`src/gpx_pkg.sv`:
```
// ============================================================
// Shared constants and types of the expander register block.
// ============================================================
package gpx_pkg;

   typedef logic [7:0] gpx_byte_t;

   // ============================================================
   // Command byte values that select each register.
   // ============================================================
   localparam gpx_byte_t CMD_PORT0     = 8'h00;
   localparam gpx_byte_t CMD_PORT1     = 8'h01;
   localparam gpx_byte_t CMD_LATCH0    = 8'h02;
   localparam gpx_byte_t CMD_LATCH1    = 8'h03;
   localparam gpx_byte_t CMD_INVERT0   = 8'h04;
   localparam gpx_byte_t CMD_INVERT1   = 8'h05;
   localparam gpx_byte_t CMD_DIR0      = 8'h06;
   localparam gpx_byte_t CMD_DIR1      = 8'h07;
   localparam gpx_byte_t CMD_CAPTURE0  = 8'h08;
   localparam gpx_byte_t CMD_CAPTURE1  = 8'h09;
   localparam gpx_byte_t CMD_CONTROL   = 8'h0A;
   localparam gpx_byte_t CMD_CTRL_ALIAS = 8'h0B;

   // ============================================================
   // Values after reset and field positions.
   // ============================================================
   localparam gpx_byte_t RST_PORT      = 8'h00;
   localparam gpx_byte_t RST_LATCH     = 8'h00;
   localparam gpx_byte_t RST_INVERT    = 8'h00;
   localparam gpx_byte_t RST_DIR       = 8'hFF;
   localparam gpx_byte_t RST_RDATA     = 8'h00;
   localparam gpx_byte_t UNMAPPED_READ = 8'h00;
   localparam logic      RST_RES_SEL   = 1'b0;
   localparam int        CTRL_RES_BIT  = 0;

   // ============================================================
   // Change detection times and the cycle counts derived from them.
   // ============================================================
   localparam int unsigned CLK_PERIOD_PS     = 5000;
   localparam int unsigned SLOW_DETECT_US    = 32000;
   localparam int unsigned FAST_DETECT_US    = 200;
   // Longest times, so the counts round down; worked in nanoseconds so the product fits in 32 bits.
   localparam int unsigned SLOW_DETECT_CYC   = (SLOW_DETECT_US * 1000) / (CLK_PERIOD_PS / 1000);
   localparam int unsigned FAST_DETECT_CYC   = (FAST_DETECT_US * 1000) / (CLK_PERIOD_PS / 1000);

   // One-hot states of each port's change capture.
   typedef enum logic [1:0] {
      CAP_IDLE = 2'b01,
      CAP_HELD = 2'b10
   } gpx_cap_state_t;

endpackage : gpx_pkg

```
`src/gpx_tick_if.sv`:
```
`timescale 1ns/10ps
// ============================================================
// Sampling rate select and sample tick between top and divider.
// ============================================================
interface gpx_tick_if;
   logic fast_sel;
   logic tick;
   modport ctrl (output fast_sel, input tick);
   modport divider (input fast_sel, output tick);
endinterface : gpx_tick_if
```
`src/gpx_regblock.sv`:
```
`timescale 1ns/10ps
// ============================================================
// Register block of a two-port 16-bit I/O expander.
// ============================================================
module gpx_regblock #(
   parameter int unsigned SLOW_CYC = gpx_pkg::SLOW_DETECT_CYC,
   parameter int unsigned FAST_CYC = gpx_pkg::FAST_DETECT_CYC
) (
   input  wire logic             clk,
   input  wire logic             rst,
   input  wire gpx_pkg::gpx_byte_t cmd_byte,
   input  wire logic             wr_en,
   input  wire gpx_pkg::gpx_byte_t wr_data,
   input  wire logic             rd_en,
   output gpx_pkg::gpx_byte_t    rd_data,
   output logic                  rd_valid,
   input  wire gpx_pkg::gpx_byte_t port_zero_pins_level,
   input  wire gpx_pkg::gpx_byte_t port_one_pins_level,
   output gpx_pkg::gpx_byte_t    port_zero_pins_drive,
   output gpx_pkg::gpx_byte_t    port_one_pins_drive,
   output gpx_pkg::gpx_byte_t    port_zero_pins_enable,
   output gpx_pkg::gpx_byte_t    port_one_pins_enable,
   output logic                  sample_resolution_sel
);
   import gpx_pkg::*;

   // ============================================================
   // Storage.
   // ============================================================
   gpx_byte_t      latch_ff   [2];
   gpx_byte_t      invert_ff  [2];
   gpx_byte_t      dir_ff     [2];
   gpx_byte_t      capture_ff [2];
   gpx_byte_t      ref_ff     [2];
   gpx_cap_state_t cap_st_ff  [2];
   gpx_byte_t      drive_ff   [2];
   gpx_byte_t      enable_ff  [2];
   gpx_byte_t      pins       [2];
   gpx_byte_t      nxt_latch  [2];
   gpx_byte_t      nxt_dir    [2];
   logic           res_sel_ff;
   logic           nxt_res_sel;
   gpx_byte_t      rd_data_ff;
   logic           rd_valid_ff;
   gpx_byte_t      nxt_rd_data;

   gpx_tick_if tk ();

   // ============================================================
   // Command decode.
   // ============================================================
   // True when the command selects the given register of port p.
   function automatic logic cmd_is(input gpx_byte_t cmd, input gpx_byte_t base, input int p);
      cmd_is = (cmd == (base + gpx_byte_t'(p)));
   endfunction : cmd_is

   // Both control addresses reach the single control bit.
   function automatic logic cmd_is_ctrl(input gpx_byte_t cmd);
      cmd_is_ctrl = (cmd == CMD_CONTROL) || (cmd == CMD_CTRL_ALIAS);
   endfunction : cmd_is_ctrl

   // Pin levels gathered by port index; bit n is pin n.
   assign pins[0] = port_zero_pins_level;
   assign pins[1] = port_one_pins_level;

   // ============================================================
   // Per-port latch, masks, drivers and change capture.
   // ============================================================
   genvar p;
   generate
      for (p = 0; p < 2; p++) begin : g_port
         logic wr_port;
         logic wr_latch;
         logic wr_inv;
         logic wr_dir;
         logic rd_clear;
         logic differs;

         // Port and latch writes both land in the same latch.
         assign wr_port  = wr_en && cmd_is(cmd_byte, CMD_PORT0, p);
         assign wr_latch = wr_en && cmd_is(cmd_byte, CMD_LATCH0, p);
         assign wr_inv   = wr_en && cmd_is(cmd_byte, CMD_INVERT0, p);
         assign wr_dir   = wr_en && cmd_is(cmd_byte, CMD_DIR0, p);
         assign rd_clear = rd_en && (cmd_is(cmd_byte, CMD_PORT0, p) || cmd_is(cmd_byte, CMD_CAPTURE0, p));

         // Only input pins count as a change against the pin levels taken at the last port or capture read.
         assign differs = |((pins[p] ^ ref_ff[p]) & dir_ff[p]);

         // Next latch and direction values, so the pin flops follow in step.
         assign nxt_latch[p] = (wr_port || wr_latch) ? wr_data : latch_ff[p];
         assign nxt_dir[p]   = wr_dir ? wr_data : dir_ff[p];

         // Latch and masks with their reset values.
         always_ff @(posedge clk) begin
            if (rst) begin
               latch_ff[p]  <= RST_LATCH;
               invert_ff[p] <= RST_INVERT;
               dir_ff[p]    <= RST_DIR;
            end else begin
               latch_ff[p] <= nxt_latch[p];
               dir_ff[p]   <= nxt_dir[p];
               if (wr_inv) begin
                  invert_ff[p] <= wr_data;
               end
            end
         end

         // Pin drive and enable come straight from flops; inputs never drive.
         always_ff @(posedge clk) begin
            if (rst) begin
               drive_ff[p]  <= RST_LATCH;
               enable_ff[p] <= ~RST_DIR;
            end else begin
               drive_ff[p]  <= nxt_latch[p];
               enable_ff[p] <= ~nxt_dir[p];
            end
         end

         // Capture state: the first change captures; later ones do not until a read clears it or a tick sees no change.
         always_ff @(posedge clk) begin
            if (rst) begin
               cap_st_ff[p] <= CAP_IDLE;
               ref_ff[p]    <= RST_PORT;
            end else begin
               if (rd_clear) begin
                  ref_ff[p] <= pins[p];
               end
               case (cap_st_ff[p])
                  CAP_IDLE: begin
                     // A new change wins over a read in the same cycle.
                     if (tk.tick && differs) begin
                        cap_st_ff[p] <= CAP_HELD;
                     end
                  end
                  CAP_HELD: begin
                     if (rd_clear || (tk.tick && !differs)) begin
                        cap_st_ff[p] <= CAP_IDLE;
                     end
                  end
                  default: begin
                     cap_st_ff[p] <= CAP_IDLE;
                  end
               endcase
            end
         end

         // Captured value has no reset; software writes never reach it.
         always_ff @(posedge clk) begin
            if ((cap_st_ff[p] == CAP_IDLE) && tk.tick && differs) begin
               capture_ff[p] <= pins[p];
            end
         end
      end
   endgenerate

   // ============================================================
   // Control register and sample divider.
   // ============================================================
   assign nxt_res_sel = (wr_en && cmd_is_ctrl(cmd_byte)) ? wr_data[CTRL_RES_BIT] : res_sel_ff;

   // Only the resolution bit is stored; the other seven bits are not kept.
   always_ff @(posedge clk) begin
      if (rst) begin
         res_sel_ff <= RST_RES_SEL;
      end else begin
         res_sel_ff <= nxt_res_sel;
      end
   end

   assign tk.fast_sel = res_sel_ff;

   gpx_sample_div #(
      .SLOW_CYC (SLOW_CYC),
      .FAST_CYC (FAST_CYC)
   ) u_div (
      .clk (clk),
      .rst (rst),
      .tk  (tk)
   );

   // ============================================================
   // Read path.
   // ============================================================
   // Read mux; pins are sampled at the request edge, so the answer is one cycle old.
   always_comb begin
      nxt_rd_data = UNMAPPED_READ;
      case (cmd_byte)
         CMD_PORT0:      nxt_rd_data = pins[0] ^ invert_ff[0];
         CMD_PORT1:      nxt_rd_data = pins[1] ^ invert_ff[1];
         CMD_LATCH0:     nxt_rd_data = latch_ff[0];
         CMD_LATCH1:     nxt_rd_data = latch_ff[1];
         CMD_INVERT0:    nxt_rd_data = invert_ff[0];
         CMD_INVERT1:    nxt_rd_data = invert_ff[1];
         CMD_DIR0:       nxt_rd_data = dir_ff[0];
         CMD_DIR1:       nxt_rd_data = dir_ff[1];
         CMD_CAPTURE0:   nxt_rd_data = capture_ff[0];
         CMD_CAPTURE1:   nxt_rd_data = capture_ff[1];
         CMD_CONTROL,
         CMD_CTRL_ALIAS: nxt_rd_data = {7'h00, res_sel_ff};
         default:        nxt_rd_data = UNMAPPED_READ;
      endcase
   end

   // Read answer register and its one-cycle valid pulse.
   always_ff @(posedge clk) begin
      if (rst) begin
         rd_data_ff  <= RST_RDATA;
         rd_valid_ff <= 1'b0;
      end else begin
         rd_valid_ff <= rd_en;
         if (rd_en) begin
            rd_data_ff <= nxt_rd_data;
         end
      end
   end

   // ============================================================
   // Outputs.
   // ============================================================
   assign rd_data               = rd_data_ff;
   assign rd_valid              = rd_valid_ff;
   assign port_zero_pins_drive  = drive_ff[0];
   assign port_one_pins_drive   = drive_ff[1];
   assign port_zero_pins_enable = enable_ff[0];
   assign port_one_pins_enable  = enable_ff[1];
   assign sample_resolution_sel = res_sel_ff;
endmodule : gpx_regblock

```
`src/gpx_sample_div.sv`:
```
`timescale 1ns/10ps
// ============================================================
// Divider that paces port sampling for change detection.
// ============================================================
module gpx_sample_div #(
   parameter int unsigned SLOW_CYC = gpx_pkg::SLOW_DETECT_CYC,
   parameter int unsigned FAST_CYC = gpx_pkg::FAST_DETECT_CYC
) (
   input  wire logic clk,
   input  wire logic rst,
   gpx_tick_if.divider tk
);
   import gpx_pkg::*;

   logic [31:0] cnt_ff;
   logic        tick_ff;
   logic [31:0] limit;

   // The fast rate costs more activity; the slow one is the default.
   assign limit = tk.fast_sel ? 32'(FAST_CYC - 1) : 32'(SLOW_CYC - 1);
   assign tk.tick = tick_ff;

   // Free-running count; it wraps at or beyond the limit so a rate change cannot stall it.
   always_ff @(posedge clk) begin
      if (rst) begin
         cnt_ff  <= 32'h00000000;
         tick_ff <= 1'b0;
      end else if (cnt_ff >= limit) begin
         cnt_ff  <= 32'h00000000;
         tick_ff <= 1'b1;
      end else begin
         cnt_ff  <= cnt_ff + 32'h00000001;
         tick_ff <= 1'b0;
      end
   end

endmodule : gpx_sample_div

```
`config.mk`:
```
export PLATFORM = sky130hd
export DESIGN_NAME = gpx_regblock
export DESIGN_NICKNAME = d
export VERILOG_FILES = /design/src/gpx_pkg.sv /design/src/gpx_tick_if.sv /design/src/gpx_regblock.sv /design/src/gpx_sample_div.sv
export SDC_FILE = /design/constraint.sdc
export NUM_CORES = 1
export LEC_CHECK = 0
export ABC_AREA = 1
export BUFFER_PORTS_ARGS = -buffer_cell sky130_fd_sc_hd__clkbuf_2
export CAP_MARGIN = 5
export CORE_UTILIZATION = 55
export CTS_BUF_LIST = sky130_fd_sc_hd__clkbuf_4
export CTS_CLUSTER_SIZE = 14
export DETAILED_ROUTE_END_ITERATION = 16
export MAX_ROUTING_LAYER = met4
export PLACE_DENSITY = 0.86
export SKIP_LAST_GASP = 1
export SYNTH_ARGS = -nofsm -noshare
export SYNTH_HDL_FRONTEND = slang
export SYNTH_SLANG_ARGS = --single-unit
```
`constraint.sdc`:
```
create_clock -name clk -period 1.65 [get_ports clk]
set_input_delay 0.165 -clock clk [delete_from_list [all_inputs] [get_ports clk]]
set_output_delay 0.165 -clock clk [all_outputs]
set_load 0.05 [all_outputs]
```
Word-level counts from Yosys, hierarchy flattened:

Memory sizes are Yosys's and may differ from the RTL's.
Index checks and enable logic that the tools add are counted.

* flip-flop bits (word level): 43
* bits in writable memories: 116
* input port bits: 36
* word-level logic and storage cells: 157
* memories kept: 8

Memory list
* capture_ff: words 2, width 8, rd ports 2, clocked after memory_dff 0, wr ports 2, RTL line gpx_regblock.sv:33 `gpx_byte_t capture_ff [2];`
* dir_ff: words 2, width 8, rd ports 2, clocked after memory_dff 0, wr ports 2, RTL line gpx_regblock.sv:32 `gpx_byte_t dir_ff [2];`
* drive_ff: words 2, width 8, rd ports 2, clocked after memory_dff 0, wr ports 2, RTL line gpx_regblock.sv:36 `gpx_byte_t drive_ff [2];`
* enable_ff: words 2, width 8, rd ports 2, clocked after memory_dff 0, wr ports 2, RTL line gpx_regblock.sv:37 `gpx_byte_t enable_ff [2];`
* invert_ff: words 2, width 8, rd ports 2, clocked after memory_dff 0, wr ports 2, RTL line gpx_regblock.sv:31 `gpx_byte_t invert_ff [2];`
* latch_ff: words 2, width 8, rd ports 2, clocked after memory_dff 0, wr ports 2, RTL line gpx_regblock.sv:30 `gpx_byte_t latch_ff [2];`
* +2 memories

* add/subtract/negate cells: 1
* order comparisons: 1
* eq/ne operators: 15
* multiplexer cells: 66
* bitwise gates (word level): 26
* reductions and logical operators: 35

Operators by type and width (count)
* $mux W8: 16
* $pmux W8 S11: 1
* $mux W1: 42
* $add A32 B1 Y32 const B: 1
* $eq A8 B3 Y1 const B: 4
* $eq A8 B4 Y1 const B: 4
* $ge A32 B32 Y1: 1
* $xor A8 B8 Y8: 4
* $mux W23: 1
* $logic_and A1 B1 Y1: 19
* $or A1 B1 Y1: 18
* $and A8 B8 Y8: 2
* $eq A8 B2 Y1 const B: 2
* $not A8 Y8: 2
* $reduce_or A8 Y1: 2
* $mux W2: 6
* $eq A8 B1 Y1 const B: 1
* $logic_not A8 Y1: 1
* $reduce_or A2 Y1: 4
* $logic_or A1 B1 Y1: 7
* $eq A2 B1 Y1 const B: 2
* $eq A2 B2 Y1 const B: 2
* $logic_not A1 Y1: 2

Longest topological paths before layout:

An unclocked memory read counts as a cell.

* depth in word-level cells: 13
* depth in mapped cells: 11

By module:

Synthesis repeated with hierarchy kept, for this count alone.

* cell total of the unflattened synthesis: 894
* area total of the unflattened synthesis: 7016.7 um2

By module, submodules not included
* gpx_regblock: times used 1, cells an instance 659, area an instance 5273.8 um2, seq. area each 2722.6 um2
* gpx_sample_div: times used 1, cells an instance 235, area an instance 1742.9 um2, seq. area each 660.6 um2

Worst setup path after synthesis:

OpenSTA, ideal clock, no wires.

* kind: reg2reg
* start: reg res_sel_ff (netlist: sample_resolution_sel)
* end: reg u_div.cnt_ff[15]
* library setup time: 0.117 ns
* arrival: 2.005 ns
* data required time: 1.533 ns
* path slack: -0.472 ns
* cell stages (with the launch flop): 11
* buffers on the path: 1
* period minus slack after synthesis: 2.122 ns
* path through: dfxtp_1 inv_1 ha_1 nand2_1 nor3_1 nand2_1 nand3_1 nand2_1 nand3_4 buf_6 nor2_2

* cells in the longest elaborated chain, start to end: 3

Ends and longest elaborated chain
* start, declared: RTL line gpx_regblock.sv:41 `logic res_sel_ff;`
* start signal, assigned: RTL line gpx_regblock.sv:166 `res_sel_ff <= nxt_res_sel;`
* $mux W23: RTL line gpx_sample_div.sv:20 `assign limit = tk.fast_sel ? 32'(FAST_CYC - 1) : 32'(SLOW_CYC - 1);`
* $ge A32 B32 Y1: RTL line gpx_sample_div.sv:28 `end else if (cnt_ff >= limit) begin`
* $reduce_or A2 Y1 (no source line)
* end signal, assigned: RTL line gpx_sample_div.sv:32 `cnt_ff <= cnt_ff + 32'h00000001;`
* end, declared: RTL line gpx_sample_div.sv:15 `logic [31:0] cnt_ff;`

Every way passes these cells.
A chain may end at the register's enable or synchronous reset.

Worst setup path after layout:

* start: reg res_sel_ff (netlist: sample_resolution_sel)
* end: reg u_div.cnt_ff[3]

The elaborated chain is that of the path after synthesis.

==> key figures <==
Status
  – Outcome: complete, but fails checks
  – Violated checks: negative setup slack

Clock tree
  – Clock transition at path regs: 0.13 ns
  – CTS tree: built
  – CTS Sinks: 143
  – Root buf cell: clkbuf_4
  – Worst skew pair latency: 0.57 ns
  – CTS Buffer Depth: 2
  – CTS buffer count: 17
  – Max H-tree Level: 4

Logic synthesis
  – Count of cell types in the netlist: 37
  – Most used DFF post-synth: dfxtp_1
  – YS warnings: 0
  – Post-synth EDFFs: 52
  – Register area share after synthesis: 0.495
  – Synthesized flop and latch total: 143
  – Ys async rst share: 0
  – Post-Syn Area: 6840 µm²
  – Synthesized area per cell: 7.94 µm²
  – Mapped Cells: 861

Timing
  – Max-slew headroom: 0.641
  – WHS: 0.0289 ns
  – Clk_skew: 0.0168 ns
  – Max Slew Vio Count: 0
  – Worst setup margin: -0.240 ns
  – Unrepaired setup endpoints after global routing: yes
  – Min Clock Period, post-route: 1.89 ns
  – F_max: 529 MHz
  – Final setup viols: 26
  – Least-Margin Pin Slew: 0.536 ns
  – Final hold vios: 0
  – Final Cycle Share: 1.15

Power
  – Lkg Pwr: 4.02 nW
  – Peak supply drop: 608 µV
  – Total power: 7.27 mW
  – Pwr/cell area: 836 nW/µm²

Setup path
  – Crit end category: flip-flop
  – WS Path Type: reg2reg
  – Reg2reg path depth: 10
  – RR Startpoint: sample_resolution_sel
  – CP Launch Point: sample_resolution_sel
  – RR Endpoint: u_div.cnt_ff[3]
  – Arrival @ worst endpoint: 2.39 ns
  – Worst-path maximum fanout: 7
  – Reg-to-reg slack, setup: -0.24 ns
  – Crit path launch type: flip-flop
  – CP Data Required Time: 2.15 ns

Floorplan
  – IO Pins: 78
  – Die Width: 114 µm
  – Die height: 114 µm
  – Core Region: 12100 µm²
  – Die Area: 12900 µm²
  – Row cnt: 40
  – Starting Density: 0.567

GRT
  – Global-route wire length before repair: 29900 µm
  – Grt ovf: 0
  – Total global-route track usage: 0.316
  – Initial antenna violation count: 0
  – Pin count of the biggest net entering global routing: 36
  – Vias in the first global route: 6112

Detailed routing
  – # DRC: 0
  – 1st-iter DRT viols: 831
  – Final wirelength: 19900 µm
  – Routed Antenna Nets: 0
  – Vias per cell: 5.51
  – Routed length per instance: 16.5 µm
  – Pre-antenna DRT Iters: 7
  – Vias post-DR: 6639

Place
  – Gpl congestion: 0.951
  – PortBufs: 77
  – Post-DP HPWL: 13500 µm

Run
  – Max Cap Viol: 0

Finish
  – Layout cells sized above 1: 0.234
  – Final #Nets: 1074
  – Area grow syn2layout: 27.1%

Hold path
  – Hold path startpoint: rst
  – Hold endpoint: u_div.tk.tick
  – Worst Hold Path Cells: 3
  – Tightest Hold Check Type: in2reg
==> worst max-delay path by stage <==
stage                                   to
after detailed placement   u_div.cnt_ff[3]
after CTS                  u_div.cnt_ff[3]
after floorplan            u_div.cnt_ff[7]
after global routing       u_div.cnt_ff[5]
final                      u_div.cnt_ff[3]
after global placement    u_div.cnt_ff[15]
==> layer usage <==
layer	global-route usage	wire, µm	share of wire	vias up
met5	-	0	0	-
met4	0.168	977	0.049	0
met3	0.0808	2040	0.10	100
met2	0.519	9750	0.49	466
met1	0.354	7130	0.36	2972
li1	-	-	-	3101
==> stage by stage <==
step,util,TNS [ns],cells,setup slack [ns],cell area [µm²]
floorplan,-,0,868,0.00225,6880
global placement,0.640,0,1134,0.0189,7720
detailed placement,0.640,-0.389,1134,-0.0518,7720
CTS,0.703,-0.959,1198,-0.0671,8480
global route,0.720,-7.61,1204,-0.324,8690
finish,0.720,-5.37,1205,-0.240,8690
==> timing repair <==
item / CTS / global route
hold endpoints to repair: 55 / 0
setup buffers: 5 / 5
pin swaps: 0 / 7
hold buffers: 26 / 0
gates resized for setup: 17 / 34
gates cloned: 1 / 1
setup endpoints to repair: 24 / 42
==> cell usage after synthesis (all sizes together), types with 2 or more instances <==
| cell | instances | area (µm²) |
|---|---|---|
| xor2 | 8 | 70.1 |
| nand2 | 177 | 672 |
| or2 | 8 | 50.1 |
| nand4 | 11 | 68.8 |
| edfxtp | 52 | 1560 |
| dfxtp | 91 | 1820 |
| nand3 | 126 | 663 |
| o21ai | 28 | 140 |
| xnor2 | 19 | 166 |
| nor4 | 2 | 12.5 |
| a21oi | 29 | 145 |
| nor2 | 151 | 652 |
| inv | 108 | 405 |
| buf | 16 | 96.3 |
| o21bai | 2 | 15.0 |
| clkbuf | 4 | 15.0 |
| nor3 | 8 | 56.3 |
| ha | 15 | 188 |
==> area by class of cell <==
| cell class | count | area, µm² |
|---|---|---|
| tap | 168 | 210 |
| clock inverter | 15 | 214 |
| timing repair buffer | 156 | 1160 |
| fill | 849 | 3370 |
| antenna | 1 | 2.50 |
| clock buffer | 17 | 128 |
| inverter | 109 | 418 |
| sequential | 143 | 3390 |
| multi-input combinational | 596 | 3170 |
==> report_power, final <==
group          leakage [nW]  total [mW]  internal [mW]  switching, mW
registers              1.23        3.92           3.84         0.0847
clock network         0.191        2.65           1.35           1.30
logic                  2.59       0.699          0.275          0.424
total                  4.02        7.27           5.46           1.80
==> worst max-delay path: stages, from the launching register on <==
cell,delay (ns)
dfxtp_4,0.50
buf_8,0.17
ha_4,0.22
a21oi_2,0.14
nand2_1,0.08
nand2_1,0.10
nand3_2,0.09
nand2_2,0.10
nand3_4,0.15
buf_12,0.18
nor2_1,0.09
==> cell usage in the layout (no fill, tap or decap), types with 6 or more instances in the layout <==
master         count
nor2_2            26
nor2_4             6
or2_2              7
o21ai_0           23
edfxtp_1          52
nand3_1          116
nand4_1           11
xor2_1             8
nand2_1          170
dfxtp_1           90
buf_4             44
a21oi_1           26
inv_1            104
ha_4               9
nand3_2            9
nor2_1           119
clkbuf_2          76
conb_1             8
dlygate4sd3_1     26
xnor2_1           19
clkbuf_4          17
nand2_2            7
==> flip-flops by register name, indices dropped and copies added (netlist names) <==
register,count
u_div.cnt_ff,32
capture_ff,16
dir_ff,16
enable_ff,16
invert_ff,16
ref_ff,16
drive_ff,8
latch_ff,8
rd_data,8
cap_st_ff,4
rd_valid,1
sample_resolution_sel,1
u_div.tk.tick,1
==> logic make-up (layout without fill, tap and decap cells) <==
logic type,count (synthesis),count (layout),share of synthesized area
and+or+nand+nor,485,485,0.320
DFF,143,143,0.495
buffers and inverters,129,297,0.0761
AOI/OAI and AO/OA,61,61,0.0461
xor gates and xnor gates,27,27,0.0346
adders and majority gates,15,15,0.0274
other,1,9,0.000548
Note: power is estimated with default switching activity, not from simulation.
